File: config.mk
export PLATFORM = sky130hd
export DESIGN_NAME = ver_readout
export DESIGN_NICKNAME = d
export VERILOG_FILES = /design/src/logic/ver_pkg.sv /design/src/logic/ver_readout.sv /design/src/logic/ver_fifo.sv
export SDC_FILE = /design/constraint.sdc
export NUM_CORES = 1
export LEC_CHECK = 0
export ABC_AREA = 1
export BUFFER_PORTS_ARGS = -buffer_cell sky130_fd_sc_hd__buf_2
export CAP_MARGIN = 20
export CORE_MARGIN = 5
export CORE_UTILIZATION = 55
export DETAILED_ROUTE_END_ITERATION = 10
export GPL_TIMING_DRIVEN = 0
export PLACE_DENSITY = 0.75
export SYNTH_ARGS = -nofsm -noshare
export SYNTH_HDL_FRONTEND = slang
export SYNTH_HIERARCHICAL = 1
export SYNTH_SLANG_ARGS = --single-unit
File: constraint.sdc
create_clock -name core_clk -period 7.15 [get_ports core_clk]
set_input_delay 1.0725 -clock core_clk [delete_from_list [all_inputs] [get_ports core_clk]]
set_output_delay 1.0725 -clock core_clk [all_outputs]
set_load 0.02 [all_outputs]
File: src/logic/ver_pkg.sv
// Purpose: shared constants and types for the backplane event readout slave
// Assumes: one clock, core_clk at 100 MHz; synchronous inputs
// Notes: widths and counts that may differ are module parameters elsewhere
// ==========================================================================
// ==========================================================================
package ver_pkg;

    // ======================================================================
    // Address decode
    localparam logic [5:0] AM_CRCSR = 6'h2F;
    localparam logic [1:0] AM_A24_CLASS = 2'h3;
    localparam logic [1:0] AM_A32_CLASS = 2'h0;
    localparam int GEO_LSB = 19;
    localparam int WIN_LSB = 12;
    localparam logic [3:0] WIN_PAGE = 4'h0;
    localparam logic [15:0] BASE_RESET = 16'h0000;

    // ======================================================================
    // Data words and sizes
    localparam logic [31:0] FILLER_WORD = 32'hFFFF_FFFF;
    localparam logic [31:0] PAD_WORD = 32'h0000_0000;
    localparam logic [19:0] HDR_BYTES = 20'h00010;
    localparam int BLK_BYTE_SHIFT = 3;
    localparam int FIFO_DEPTH = 16;

    // ======================================================================
    // Types
    typedef enum logic [1:0] {
        ROLE_NONE,
        ROLE_FIRST,
        ROLE_MID,
        ROLE_LAST
    } ver_role_t;

    typedef enum logic [1:0] {
        TOK_IDLE,
        TOK_HOLD,
        TOK_PASSED
    } ver_tok_t;

    typedef struct packed {
        logic last;
        logic [31:0] data;
    } ver_word_t;

endpackage

File: src/logic/ver_readout.sv
// Purpose: backplane slave that streams stored events to the bus master
// Assumes: bus signals arrive already decoded to a synchronous beat request
// Notes: the event writer supplies whole events, last word flagged
module ver_readout #(
    parameter int DEPTH = ver_pkg::FIFO_DEPTH
) (
    // Clock and reset
    input wire logic core_clk,
    input wire logic sys_rst,
    // Event store side
    input wire ver_pkg::ver_word_t evt_in,
    input wire logic evt_in_valid,
    output logic evt_in_ready,
    output logic buf_free,
    output logic store_clear,
    // Front panel
    input wire logic ttr_n,
    input wire logic mclr_n,
    // Control
    input wire logic sw_clear,
    input wire logic berr_en,
    input wire logic even_word_padding_enable,
    input wire logic reloc_en,
    input wire logic [15:0] reloc_addr,
    input wire logic [7:0] blt_evt_num,
    input wire logic [15:0] block_size,
    input wire ver_pkg::ver_role_t cblt_role,
    input wire logic [7:0] cblt_base,
    // Straps
    input wire logic [15:0] rot_sw,
    input wire logic [4:0] geo,
    // Bus
    input wire logic bus_cyc,
    input wire logic bus_req,
    input wire logic [31:0] bus_addr,
    input wire logic [5:0] bus_am,
    input wire logic bus_blk,
    output logic bus_ack,
    output logic bus_err,
    output logic [31:0] bus_rdata,
    input wire logic iack_in,
    output logic iack_out,
    // Status
    output logic [31:0] time_tag,
    output logic [23:0] evt_cnt,
    output logic [19:0] evt_bytes,
    output logic err_latched,
    output logic [31:0] base_addr
);

    // ======================================================================
    // Declarations
    ver_pkg::ver_word_t fifo_out;
    logic fifo_valid;
    logic fifo_pop;
    logic mem_clr;
    logic [15:0] sw_base_ff;
    logic strap_done_ff;
    logic [15:0] base_hi;
    logic is_a24;
    logic is_a32;
    logic own_hit;
    logic chain_hit;
    logic cr_hit;
    logic tok_take;
    ver_pkg::ver_tok_t tok_ff;
    ver_pkg::ver_tok_t nxt_tok;
    logic cyc_d_ff;
    logic cyc_rise;
    logic cyc_fall;
    logic pend_ff;
    logic pend_chain_ff;
    logic pend_blk_ff;
    logic cr_pend_ff;
    logic mid_evt_ff;
    logic [7:0] cyc_evts_ff;
    logic [15:0] cyc_words_ff;
    logic limit_hit;
    logic stop;
    logic need_pad;
    logic do_pad;
    logic do_pass;
    logic do_err;
    logic do_fill;
    logic do_data;
    logic [31:0] time_tag_ff;
    logic [23:0] evt_cnt_ff;
    logic [19:0] evt_bytes_ff;
    logic err_ff;
    logic [31:0] base_addr_ff;
    logic ack_ff;
    logic err_out_ff;
    logic [31:0] rdata_ff;
    logic iack_ff;
    logic free_ff;
    logic clr_ff;

    // ======================================================================
    // Event buffer
    // Writer keeps filling while the bus drains; ready stalls it when full
    ver_fifo #(
        .WIDTH($bits(ver_pkg::ver_word_t)),
        .DEPTH(DEPTH)
    ) u_fifo (
        .core_clk(core_clk),
        .sys_rst(sys_rst),
        .clear(mem_clr),
        .in_data(evt_in),
        .in_valid(evt_in_valid),
        .in_ready(evt_in_ready),
        .out_data(fifo_out),
        .out_valid(fifo_valid),
        .out_ready(fifo_pop)
    );

    // Front-panel inputs are active low while the clear acts
    assign mem_clr = sw_clear || !mclr_n;

    // ======================================================================
    // Base address
    // Switches are caught once after reset release, never while running
    always_ff @(posedge core_clk or posedge sys_rst) begin
        if (sys_rst) begin
            sw_base_ff <= ver_pkg::BASE_RESET;
            strap_done_ff <= 1'b0;
        end else if (!strap_done_ff) begin
            sw_base_ff <= rot_sw;
            strap_done_ff <= 1'b1;
        end
    end

    assign base_hi = (reloc_en && reloc_addr != 16'h0000) ? reloc_addr : sw_base_ff;

    // ======================================================================
    // Address decode
    assign is_a24 = bus_am[5:4] == ver_pkg::AM_A24_CLASS;
    assign is_a32 = bus_am[5:4] == ver_pkg::AM_A32_CLASS && bus_am[3];
    // A24 uses only the low switch byte, so the top base is 0xFF0000
    assign own_hit = bus_addr[15:ver_pkg::WIN_LSB] == ver_pkg::WIN_PAGE
        && ((is_a24 && bus_addr[23:16] == base_hi[7:0])
        || (is_a32 && bus_addr[31:16] == base_hi));
    assign chain_hit = cblt_role != ver_pkg::ROLE_NONE && is_a32
        && bus_addr[31:24] == cblt_base
        && bus_addr[23:ver_pkg::WIN_LSB] == 12'h000;
    assign cr_hit = bus_am == ver_pkg::AM_CRCSR
        && bus_addr[23:ver_pkg::GEO_LSB] == geo;
    assign tok_take = cblt_role == ver_pkg::ROLE_FIRST
        && tok_ff == ver_pkg::TOK_IDLE && !mid_evt_ff;

    assign cyc_rise = bus_cyc && !cyc_d_ff;
    assign cyc_fall = !bus_cyc && cyc_d_ff;

    always_ff @(posedge core_clk or posedge sys_rst) begin
        if (sys_rst) begin
            cyc_d_ff <= 1'b0;
        end else begin
            cyc_d_ff <= bus_cyc;
        end
    end

    // ======================================================================
    // Pending beat
    // A beat waits here while an event is half delivered and data lags
    always_ff @(posedge core_clk or posedge sys_rst) begin
        if (sys_rst) begin
            pend_ff <= 1'b0;
            pend_chain_ff <= 1'b0;
            pend_blk_ff <= 1'b0;
            cr_pend_ff <= 1'b0;
        end else if (cyc_fall) begin
            pend_ff <= 1'b0;
            cr_pend_ff <= 1'b0;
        end else if (bus_req) begin
            cr_pend_ff <= cr_hit;
            if (chain_hit && (tok_ff == ver_pkg::TOK_HOLD || tok_take)) begin
                pend_ff <= 1'b1;
                pend_chain_ff <= 1'b1;
                pend_blk_ff <= 1'b1;
            end else if (own_hit) begin
                pend_ff <= 1'b1;
                pend_chain_ff <= 1'b0;
                pend_blk_ff <= bus_blk;
            end
        end else begin
            cr_pend_ff <= 1'b0;
            if (do_data || do_pad || do_fill || do_err || do_pass) begin
                pend_ff <= 1'b0;
            end
        end
    end

    // ======================================================================
    // Beat decision
    assign limit_hit = pend_blk_ff && blt_evt_num != 8'h00
        && cyc_evts_ff == blt_evt_num;
    assign stop = pend_ff && !mid_evt_ff
        && ((limit_hit && (berr_en || pend_chain_ff))
        || (!fifo_valid && (berr_en || pend_chain_ff)));
    assign need_pad = even_word_padding_enable && cyc_words_ff[0];
    assign do_pad = stop && need_pad;
    assign do_pass = stop && !need_pad && pend_chain_ff
        && cblt_role != ver_pkg::ROLE_LAST;
    assign do_err = stop && !need_pad && !do_pass;
    assign do_data = pend_ff && !stop && fifo_valid
        && !(limit_hit && !berr_en);
    assign do_fill = pend_ff && !stop && !mid_evt_ff
        && (!fifo_valid || limit_hit);
    assign fifo_pop = do_data && !mem_clr;

    // ======================================================================
    // Event progress
    always_ff @(posedge core_clk or posedge sys_rst) begin
        if (sys_rst) begin
            mid_evt_ff <= 1'b0;
        end else if (mem_clr) begin
            mid_evt_ff <= 1'b0;
        end else if (fifo_pop) begin
            mid_evt_ff <= !fifo_out.last;
        end
    end

    // Per-cycle counts restart with each new bus cycle
    always_ff @(posedge core_clk or posedge sys_rst) begin
        if (sys_rst) begin
            cyc_evts_ff <= 8'h00;
            cyc_words_ff <= 16'h0000;
        end else if (cyc_rise) begin
            cyc_evts_ff <= 8'h00;
            cyc_words_ff <= 16'h0000;
        end else begin
            if (fifo_pop && fifo_out.last) begin
                cyc_evts_ff <= cyc_evts_ff + 8'h01;
            end
            if (fifo_pop || do_pad) begin
                cyc_words_ff <= cyc_words_ff + 16'h0001;
            end
        end
    end

    always_ff @(posedge core_clk or posedge sys_rst) begin
        if (sys_rst) begin
            evt_cnt_ff <= 24'h000000;
        end else if (fifo_pop && fifo_out.last) begin
            evt_cnt_ff <= evt_cnt_ff + 24'h000001;
        end
    end

    // ======================================================================
    // Token passing
    always_comb begin
        nxt_tok = tok_ff;
        case (tok_ff)
            ver_pkg::TOK_IDLE: begin
                if (bus_req && chain_hit && tok_take) begin
                    nxt_tok = ver_pkg::TOK_HOLD;
                end else if (iack_in && cblt_role != ver_pkg::ROLE_FIRST
                    && cblt_role != ver_pkg::ROLE_NONE) begin
                    nxt_tok = ver_pkg::TOK_HOLD;
                end
            end
            ver_pkg::TOK_HOLD: begin
                if (do_pass) begin
                    nxt_tok = ver_pkg::TOK_PASSED;
                end else if (cyc_fall && !mid_evt_ff) begin
                    nxt_tok = ver_pkg::TOK_IDLE;
                end
            end
            ver_pkg::TOK_PASSED: begin
                if (cyc_fall) begin
                    nxt_tok = ver_pkg::TOK_IDLE;
                end
            end
            default: begin
                nxt_tok = ver_pkg::TOK_IDLE;
            end
        endcase
    end

    // Held mid-event, the token survives the cycle end
    always_ff @(posedge core_clk or posedge sys_rst) begin
        if (sys_rst) begin
            tok_ff <= ver_pkg::TOK_IDLE;
        end else begin
            tok_ff <= nxt_tok;
        end
    end

    // ======================================================================
    // Bus answer
    always_ff @(posedge core_clk or posedge sys_rst) begin
        if (sys_rst) begin
            ack_ff <= 1'b0;
            err_out_ff <= 1'b0;
            iack_ff <= 1'b0;
            free_ff <= 1'b0;
            rdata_ff <= 32'h0000_0000;
        end else begin
            ack_ff <= do_data || do_pad || do_fill || cr_pend_ff;
            err_out_ff <= do_err;
            iack_ff <= do_pass;
            free_ff <= fifo_pop && fifo_out.last;
            if (cr_pend_ff) begin
                rdata_ff <= {27'h0000000, geo};
            end else if (do_data) begin
                rdata_ff <= fifo_out.data;
            end else if (do_pad) begin
                rdata_ff <= ver_pkg::PAD_WORD;
            end else if (do_fill) begin
                rdata_ff <= ver_pkg::FILLER_WORD;
            end
        end
    end

    // ======================================================================
    // Timer and status
    // Held low restarts the tag every cycle; release lets it run
    always_ff @(posedge core_clk or posedge sys_rst) begin
        if (sys_rst) begin
            time_tag_ff <= 32'h0000_0000;
        end else if (!ttr_n) begin
            time_tag_ff <= 32'h0000_0000;
        end else begin
            time_tag_ff <= time_tag_ff + 32'h0000_0001;
        end
    end

    always_ff @(posedge core_clk or posedge sys_rst) begin
        if (sys_rst) begin
            err_ff <= 1'b0;
            evt_bytes_ff <= ver_pkg::HDR_BYTES;
            base_addr_ff <= 32'h0000_0000;
            clr_ff <= 1'b0;
        end else begin
            if (do_err) begin
                err_ff <= 1'b1;
            end
            evt_bytes_ff <= (20'(block_size) << ver_pkg::BLK_BYTE_SHIFT)
                + ver_pkg::HDR_BYTES;
            base_addr_ff <= {base_hi, 16'h0000};
            clr_ff <= mem_clr;
        end
    end

    // ======================================================================
    // Outputs
    assign bus_ack = ack_ff;
    assign bus_err = err_out_ff;
    assign bus_rdata = rdata_ff;
    assign iack_out = iack_ff;
    assign buf_free = free_ff;
    assign store_clear = clr_ff;
    assign time_tag = time_tag_ff;
    assign evt_cnt = evt_cnt_ff;
    assign evt_bytes = evt_bytes_ff;
    assign err_latched = err_ff;
    assign base_addr = base_addr_ff;

endmodule

File: src/logic/ver_fifo.sv
// Purpose: word FIFO between the event store and the bus readout
// Assumes: one clock; clear empties it in one cycle
// Notes: depth must be a power of two
module ver_fifo #(
    parameter int WIDTH = 33,
    parameter int DEPTH = 16
) (
    // Clock and reset
    input wire logic core_clk,
    input wire logic sys_rst,
    input wire logic clear,
    // Fill side
    input wire logic [WIDTH-1:0] in_data,
    input wire logic in_valid,
    output logic in_ready,
    // Drain side
    output logic [WIDTH-1:0] out_data,
    output logic out_valid,
    input wire logic out_ready
);
    localparam int AW = $clog2(DEPTH);

    logic [WIDTH-1:0] mem [DEPTH];
    logic [AW:0] wr_ptr_ff;
    logic [AW:0] rd_ptr_ff;
    logic do_wr;
    logic do_rd;

    // ======================================================================
    // Flags
    assign in_ready = (wr_ptr_ff - rd_ptr_ff) != (AW+1)'(DEPTH);
    assign out_valid = wr_ptr_ff != rd_ptr_ff;
    assign do_wr = in_valid && in_ready;
    assign do_rd = out_valid && out_ready;
    assign out_data = mem[rd_ptr_ff[AW-1:0]];

    // ======================================================================
    // Storage
    always_ff @(posedge core_clk) begin
        if (do_wr) begin
            mem[wr_ptr_ff[AW-1:0]] <= in_data;
        end
    end

    always_ff @(posedge core_clk or posedge sys_rst) begin
        if (sys_rst) begin
            wr_ptr_ff <= '0;
            rd_ptr_ff <= '0;
        end else if (clear) begin
            wr_ptr_ff <= '0;
            rd_ptr_ff <= '0;
        end else begin
            if (do_wr) begin
                wr_ptr_ff <= wr_ptr_ff + 1'b1;
            end
            if (do_rd) begin
                rd_ptr_ff <= rd_ptr_ff + 1'b1;
            end
        end
    end

endmodule

==> load_flow_metrics.sql, run 1 <==
INSERT INTO impl_metrics (metric_group, metric, value, unit) VALUES
('route', 'drt_first_pass_iters', '8', ''),
('critical_path', 'path_max_fanout', '10', ''),
('logic_synthesis', 'synth_sequential_area_ratio', '67.2', '%'),
('clock_network', 'cts-htree-levels', '3', ''),
('status', 'status', 'finished clean', ''),
('route', 'antenna_left', '0', ''),
('global_route', 'maximum_number_of_pins_on_one_net_before_global_route_repair', '110', ''),
('logic_synthesis', 'ys.warnings.count', '6', ''),
('power', 'combPwrFrac', '4.4', '%'),
('logic_synthesis', 'synth-edff-count', '528', ''),
('global_route', 'grt_first_pass_wirelength', '132000', 'um'),
('clock_network', 'worstSkewPairLatency', '0.61', 'ns'),
('route', 'remaining_drc_errors', '0', ''),
('clock_network', 'postCtsSetupRepairBufs', '0', ''),
('logic_synthesis', 'dominantRegCellSynth', 'edfxtp_1', ''),
('cells_and_area', 'multi_input_comb_area', '8550', 'um2'),
('critical_path', 'timing.setup.critical_path_class', 'reg2out', ''),
('route', 'first_iter_violations', '2270', ''),
('logic_synthesis', 'synth.avg_cell_area', '11.2', 'um2'),
('clock_network', 'numClockSinks', '699', ''),
('timing', 'slew_violations', '0', ''),
('timing', 'rsz0062_at_grt', 'false', ''),
('critical_path', 'endpoint_kind', 'output pin', ''),
('place', 'dpl_worst_slack', '2.91', 'ns'),
('clock_network', 'clock-root-buffer', 'clkbuf_16', ''),
('global_route', 'global_route.overflow_total', '0', ''),
('critical_path', 'cp_common_cell', 'buf_2', ''),
('logic_synthesis', 'synth_area_leader_cell', 'edfxtp_1', ''),
('timing', 'worst_hold_slack', '0.464', 'ns'),
('clock_network', 'cts_hold_buf', '0', ''),
('power', 'p_leak', '0.0138', 'uW'),
('global_route', 'track_usage', '28.5', '%'),
('timing', 'finalWorstSetupSlack', '2.58', 'ns'),
('clock_network', 'cts_max_path_buffers', '3', ''),
('die', 'floorplan.die_area', '59200', 'um2'),
('clock_network', 'clkSlewWorstSetupHoldPaths', '0.06', 'ns'),
('power', 'share_clk_of_total_power', '43.2', '%'),
('logic_synthesis', 'leading_post_synthesis_cells_by_cell_area', 'edfxtp_1 (53%), dfrtp_1 (14%), nor2_1 (5.3%)', ''),
('critical_path', 'maximum_cell_stage_delay_along_the_critical_path', '0.51', 'ns'),
('timing', 'min_period_over_period', '64.0', '%'),
('critical_path', 'worst_setup_path_start_kind', 'register', ''),
('logic_synthesis', 'synth.cell_area', '29900', 'um2'),
('die', 'die_height', '243', 'um'),
('critical_path', 'cp_data_required_time', '6.08', 'ns'),
('critical_path', 'cp_slowest_cell', 'ha_1', ''),
('die', 'initial_utilization', '55.5', '%'),
('timing', 'worst_slew_pin_slew', '0.962', 'ns'),
('die', 'row_count', '85', ''),
('cells_and_area', 'register_area', '20100', 'um2'),
('cells_and_area', 'layout.cell_area.non_filler', '35200', 'um2'),
('logic_synthesis', 'synth-seq-cells', '699', ''),
('logic_synthesis', 'post_synth_most_frequent_cells', 'edfxtp_1 (528), nor2_1 (425), nand2_1 (386), o21ai_0 (278), nand3_1 (179)', ''),
('timing', 'fin_worst_skew', '0.0180', 'ns'),
('logic_synthesis', 'postSynth.asyncResetShare', '24.5', '%'),
('logic_synthesis', 'post-synth-top-count-cell', 'edfxtp_1', ''),
('timing', 'timing.setup.tns', '0', 'ns'),
('place', 'place.gp.congestion', '0.889', ''),
('timing', 'final-setup-viol-count', '0', ''),
('logic_synthesis', 'postSynthCellCount', '2684', ''),
('power', 'sequentialPowerShare', '52.5', '%'),
('cells_and_area', 'area_growth_syn_to_layout', '17.5', '%'),
('die', 'die_width', '243', 'um'),
('critical_path', 'critical_path_data_arrival_time', '3.50', 'ns'),
('route', 'dr_total_vias', '22800', ''),
('timing', 'finalHoldViolCount', '0', ''),
('timing', 'finalCriticalPeriod', '4.57', 'ns'),
('power', 'vdd_ir_drop_max', '0.209', 'mV'),
('place', 'port_buffers', '270', ''),
('power', 'switchingPower', '1800', 'uW'),
('cells_and_area', 'final_cells', '3848', ''),
('cells_and_area', 'final_layout_size_suffix_gt1_share', '18.3', '%');
## power by group through the flow
stage	Combinational [uW]	Clock, uW	Sequential (uW)
after floorplan	161	0	4560
after global placement	343	0	4530
after detailed placement	365	0	4530
after CTS	368	3700	4450
after global routing	407	3880	4450
final	370	3660	4450
## logic make-up after synthesis
kind of cell             after synthesis  synth area share (%)
XOR/XNOR                              61                  1.78
AND/OR/NAND/NOR                     1121                  16.1
AO/OA/AOI/OAI                        490                  9.19
other                                  2                0.0251
adder cells (fa/ha/maj)               13                 0.543
buffers and inverters                286                  4.70
multiplexers                          12                 0.451
flip-flops                           699                  67.2
## path summary, 6_finish.rpt
check,startpoint,end,slack (ns),depth (start not counted)
max in group asynchronous,sys_rst,bus_rdata[17],5.76,3
min,bus_rdata[31],bus_rdata[31],0.46,2
min reg2reg,bus_rdata[31],bus_rdata[31],0.46,2
min in group asynchronous,sys_rst,evt_cnt[22],0.51,2
max reg2reg,u_fifo/rd_ptr_ff[1],u_fifo/mem[7][14],2.65,16
max,u_fifo/rd_ptr_ff[2],evt_in_ready,2.58,10
## critical path, delay by kind of cell (launching register included)
| kind | cells | cell delay, ns |
|---|---|---|
| adders and majority gates | 1 | 0.51 |
| buffers and inverters | 4 | 1.42 |
| DFF | 1 | 0.33 |
| and+or+nand+nor | 5 | 0.63 |
## metrics by stage
step,power [uW],util (%)
floorplan,4720,-
global placement,4880,59.8
detailed placement,4900,61.0
CTS,8520,65.2
global route,8740,65.3
finish,8480,65.3
## state kept, by name, summed over array words and instances (netlist names), 2 cells and up
signal,flops
base_addr,16
bus_rdata,32
cyc_evts_ff,8
evt_bytes,17
evt_cnt,24
sw_base_ff,16
time_tag,32
tok_ff,2
u_fifo/mem,528
u_fifo/rd_ptr_ff,5
u_fifo/wr_ptr_ff,5
## routing by layer
layer	global-route usage [%]	share of wire, %	vias to the layer above	wire length, um
met5	0	0.040	-	34
met4	12.8	4.7	6	4010
met3	6.90	11	275	9420
met2	46.2	47	1376	40700
met1	37.0	37	10900	31900
li1	-	-	10200	-
## final cells by class
type / instances / area share [%]
antenna: 4 / 0.0284
buffer: 153 / 2.57
clock buffer: 98 / 5.66
clock inverter: 29 / 0.811
inverter: 133 / 1.45
multi-input combinational: 1717 / 24.3
sequential: 699 / 57.2
tap: 696 / 2.47
timing repair buffer: 319 / 5.49
## placed cells by master (no fill, tap or decap), drive strengths merged
cell type | Yosys | routed
xnor2 | 22 | 22
o21ba | 1 | 1
o221ai | 1 | 1
buf | 90 | 409
nand2 | 403 | 403
nand4 | 28 | 28
ha | 13 | 13
a211oi | 3 | 3
and3 | 1 | 1
edfxtp | 528 | 528
nor3b | 2 | 2
a2111o | 1 | 1
dfstp | 1 | 1
bufinv | 0 | 5
nor2 | 430 | 430
xor2 | 39 | 39
diode | 0 | 4
a21oi | 35 | 35
clkinvlp | 0 | 2
or2 | 7 | 7
mux2 | 12 | 12
nand3b | 3 | 3
dfrtp | 170 | 170
conb | 2 | 20
inv | 129 | 129
o22ai | 72 | 72
o211ai | 68 | 68
nor4 | 14 | 14
clkinv | 4 | 26
o31ai | 2 | 2
o21ai | 307 | 307
nor3 | 51 | 51
clkbuf | 63 | 161
nand3 | 182 | 182
Power figures use the tool's default switching activity.
==> run 2: changes to the inputs <==
--- a/config.mk
+++ b/config.mk
@@ -5,7 +5,7 @@
 export SDC_FILE = /design/constraint.sdc
 export NUM_CORES = 1
 export LEC_CHECK = 0
-export ABC_AREA = 1
+export ABC_AREA = 0
 export BUFFER_PORTS_ARGS = -buffer_cell sky130_fd_sc_hd__buf_2
 export CAP_MARGIN = 20
 export CORE_MARGIN = 5
==> constraint.sdc (replaced) <==
create_clock -name core_clk -period 4.35 [get_ports core_clk]
set_input_delay 0.6525 -clock core_clk [delete_from_list [all_inputs] [get_ports core_clk]]
set_output_delay 0.6525 -clock core_clk [all_outputs]
set_load 0.02 [all_outputs]
==> load_flow_metrics.sql, run 2 <==
INSERT INTO impl_metrics (metric_group, metric, value, unit) VALUES
('status', 'status', 'finished clean', ''),
('logic_synthesis', 'synth_area_leader_cell', 'edfxtp_1', ''),
('die', 'die_width', '239', 'um'),
('place', 'port_buffers', '270', ''),
('critical_path', 'rrSetupSlack', '0.19', 'ns'),
('power', 'power_per_unit_of_standard_cell_area', '414', 'nW/um2'),
('clock_network', 'cts_hold_buf', '0', ''),
('power', 'vdd_ir_drop_max', '0.347', 'mV'),
('cells_and_area', 'final_layout_size_suffix_gt1_share', '29.4', '%'),
('route', 'detail_route.wl_per_cell', '26.0', 'um'),
('logic_synthesis', 'ys.warnings.count', '6', ''),
('logic_synthesis', 'post_synth_most_frequent_cells', 'edfxtp_1 (528), nand2_1 (213), dfrtp_1 (170), mux4_2 (132), xnor2_1 (74)', ''),
('power', 'sequentialPowerShare', '52.1', '%'),
('clock_network', 'cts_max_path_buffers', '3', ''),
('clock_network', 'number_of_buffers_created_by_cts', '72', ''),
('timing', 'slew_violations', '0', ''),
('clock_network', 'clock-root-buffer', 'clkbuf_16', ''),
('route', 'antenna_left', '0', ''),
('critical_path', 'path_delay_family', 'buffers and inverters', ''),
('cells_and_area', 'num-nets-final', '2316', ''),
('place', 'place.detailed.hpwl', '50900', 'um'),
('place', 'place.gp.congestion', '0.921', ''),
('die', 'die_height', '239', 'um'),
('clock_network', 'cts-htree-levels', '3', ''),
('route', 'via_density_per_instance', '6.04', ''),
('route', 'remaining_drc_errors', '0', ''),
('power', 'netSwitchingFraction', '21.2', '%'),
('power', 'p_leak', '0.0126', 'uW'),
('critical_path', 'cp_data_required_time', '4.65', 'ns'),
('global_route', 'initial_antenna_violation_count', '5', ''),
('die', 'ioPinCount', '302', ''),
('die', 'core_region_area', '51500', 'um2'),
('logic_synthesis', 'synth-edff-count', '528', ''),
('clock_network', 'clkSlewWorstSetupHoldPaths', '0.06', 'ns'),
('global_route', 'first_global_vias', '17700', ''),
('timing', 'worst_slew_pin_slew', '1.08', 'ns'),
('logic_synthesis', 'postSynth.asyncResetShare', '24.5', '%'),
('cells_and_area', 'layout_common_cells', 'edfxtp_1 (528), buf_2 (297), nand2_1 (213)', ''),
('logic_synthesis', 'post-synth-top-count-cell', 'edfxtp_1', ''),
('logic_synthesis', 'synth-seq-cells', '699', ''),
('critical_path', 'r2r-end', 'u_fifo/mem[10][18]', ''),
('clock_network', 'tritoncts_clock_tree', 'built', ''),
('cells_and_area', 'fin_util', '65.9', '%'),
('cells_and_area', 'largest_register_ff_count', '528', ''),
('hold_path', 'hp-class', 'in2async', ''),
('critical_path', 'cp_slowest_cell', 'and3_2', ''),
('route', 'drt_first_pass_iters', '5', ''),
('critical_path', 'worst_flop_to_flop_path_startpoint', 'u_fifo/rd_ptr_ff[1]', ''),
('logic_synthesis', 'post_synth_num_cell_types', '72', ''),
('global_route', 'global_route.overflow_total', '0', ''),
('timing', 'finalCriticalPeriod', '4.16', 'ns'),
('logic_synthesis', 'leading_post_synthesis_cells_by_cell_area', 'edfxtp_1 (55%), dfrtp_1 (15%), mux4_2 (10%)', ''),
('cells_and_area', 'area_growth_syn_to_layout', '18.0', '%'),
('critical_path', 'critical_path_data_arrival_time', '4.46', 'ns'),
('power', 'totalPowerFinal', '14000', 'uW'),
('timing', 'worst_hold_slack', '0.0410', 'ns'),
('power', 'switchingPower', '2980', 'uW'),
('timing', 'finalHoldViolCount', '0', ''),
('critical_path', 'path_max_fanout', '20', ''),
('power', 'internal_cell_power', '11100', 'uW'),
('logic_synthesis', 'synth.avg_cell_area', '16.3', 'um2'),
('die', 'initial_utilization', '55.8', '%'),
('logic_synthesis', 'synth.cell_area', '28800', 'um2'),
('timing', 'fin_worst_skew', '0.0221', 'ns'),
('run', 'max_cap_violations', '0', ''),
('timing', 'rsz0062_at_grt', 'false', ''),
('die', 'row_count', '83', ''),
('route', 'dr_total_vias', '17500', ''),
('timing', 'min_period_over_period', '95.6', '%'),
('power', 'share_clk_of_total_power', '43.7', '%'),
('route', 'first_iter_violations', '1566', ''),
('global_route', 'maximum_number_of_pins_on_one_net_before_global_route_repair', '43', ''),
('clock_network', 'worstSkewPairLatency', '0.62', 'ns'),
('timing', 'slew_headroom', '27.3', '%'),
('critical_path', 'critical_path_buf_inv_count', '5', ''),
('critical_path', 'worstRegToRegCells', '12', ''),
('logic_synthesis', 'postSynthCellCount', '1765', ''),
('logic_synthesis', 'dominantRegCellSynth', 'edfxtp_1', ''),
('logic_synthesis', 'synth_sequential_area_ratio', '70.0', '%'),
('cells_and_area', 'leading_cell_type_in_the_layout_fill_and_taps_excluded', 'edfxtp_1', ''),
('global_route', 'track_usage', '26.2', '%'),
('timing', 'timing.fmax', '0.240', 'GHz'),
('die', 'floorplan.die_area', '57000', 'um2'),
('critical_path', 'cp_common_cell', 'o21a_1', ''),
('critical_path', 'maximum_cell_stage_delay_along_the_critical_path', '0.58', 'ns'),
('timing', 'final-setup-viol-count', '0', ''),
('critical_path', 'endpoint_kind', 'register', ''),
('logic_synthesis', 'synth.top_cell.area_share', '55.1', '%'),
('route', 'wirelength', '75200', 'um'),
('critical_path', 'path_cells', 'clkinv_1, clkbuf_1, ha_1, nor2b_4, o21a_1, o21a_1, o22a_1, buf_6, nor2_1, clkbuf_2, and3_2, buf_12', ''),
('critical_path', 'timing.setup.critical_path_class', 'reg2reg', ''),
('global_route', 'grt_first_pass_wirelength', '111000', 'um'),
('clock_network', 'numClockSinks', '699', ''),
('power', 'combPwrFrac', '4.1', '%'),
('critical_path', 'worst_setup_path_start_kind', 'register', '');
run 2: cell count changes after synthesis, moves of 36 or more:
| cell | delta |
|---|---|
| a221oi_1 | +36 |
| and3_1 | +57 |
| inv_1 | -56 |
| mux4_2 | +132 |
| nand2_1 | -173 |
| nand3_1 | -147 |
| nor2_1 | -377 |
| nor3_1 | -36 |
| o211ai_1 | -67 |
| o21ai_0 | -269 |
| o22ai_1 | -70 |
| xnor2_1 | +52 |
run 2: metal layers:
layer / share of wire [%] / global-route usage, %
met5: 0.017 / 0
met4: 3.5 / 9.88
met3: 10 / 5.96
met2: 48 / 42.3
met1: 38 / 35.5
run 2: logic make-up after synthesis:
family          synth area share (%)
flops                           70.0
simple gates                    8.18
buf+inv                         2.66
mux                             11.6
compound gates                  3.55
xor+xnor                        3.41
fa+ha+maj                      0.566
other cells                   0.0261
run 2: power groups by stage:
stage | logic (uW) | registers [uW] | clock network [uW]
6_report | 581 | 7310 | 6140
5_1_grt | 630 | 7320 | 6530
4_1_cts | 582 | 7310 | 6240
3_5_place_dp | 578 | 7450 | 0
3_3_place_gp | 545 | 7450 | 0
2_1_floorplan | 247 | 7480 | 0
run 2: how the worst max path moves through the flow:
stage,from,end,depth (start not counted)
floorplan,u_fifo/rd_ptr_ff[2],u_fifo/wr_ptr_ff[4],11
global placement,u_fifo/rd_ptr_ff[2],u_fifo/wr_ptr_ff[4],11
detailed placement,u_fifo/rd_ptr_ff[2],u_fifo/mem[13][15],13
CTS,u_fifo/rd_ptr_ff[2],evt_in_ready,10
global route,u_fifo/rd_ptr_ff[1],evt_in_ready,10
finish,u_fifo/rd_ptr_ff[1],u_fifo/mem[10][18],12
run 2: cell type report:
| cell class | instances | area, um2 |
|---|---|---|
| sequential | 699 | 20100 |
| clock buffer | 91 | 1910 |
| clock inverter | 42 | 449 |
| multi-input combinational | 915 | 7980 |
| timing repair buffer | 293 | 1820 |
| fill | 3531 | 17600 |
| inverter | 70 | 268 |
| tap | 680 | 851 |
| buffer | 97 | 502 |
| antenna | 5 | 12.5 |
run 2: per-stage QoR:
step / instances / setup slack, ns / cell area (um2) / TNS, ns
4_1_cts: 2888 / 0.0166 / 33900 / 0
5_1_grt: 2888 / 0.0661 / 33900 / 0
3_3_place_gp: 2733 / -2.23 / 31000 / -714.78
6_report: 2892 / 0.191 / 33900 / 0
2_1_floorplan: 1783 / 0.115 / 28800 / 0
3_5_place_dp: 2756 / -0.655 / 31500 / -214.82
run 2: repair_timing:
item	in CTS	in global routing
gates resized for setup	2	10
buffers inserted	0	0
setup endpoints to repair	574	265
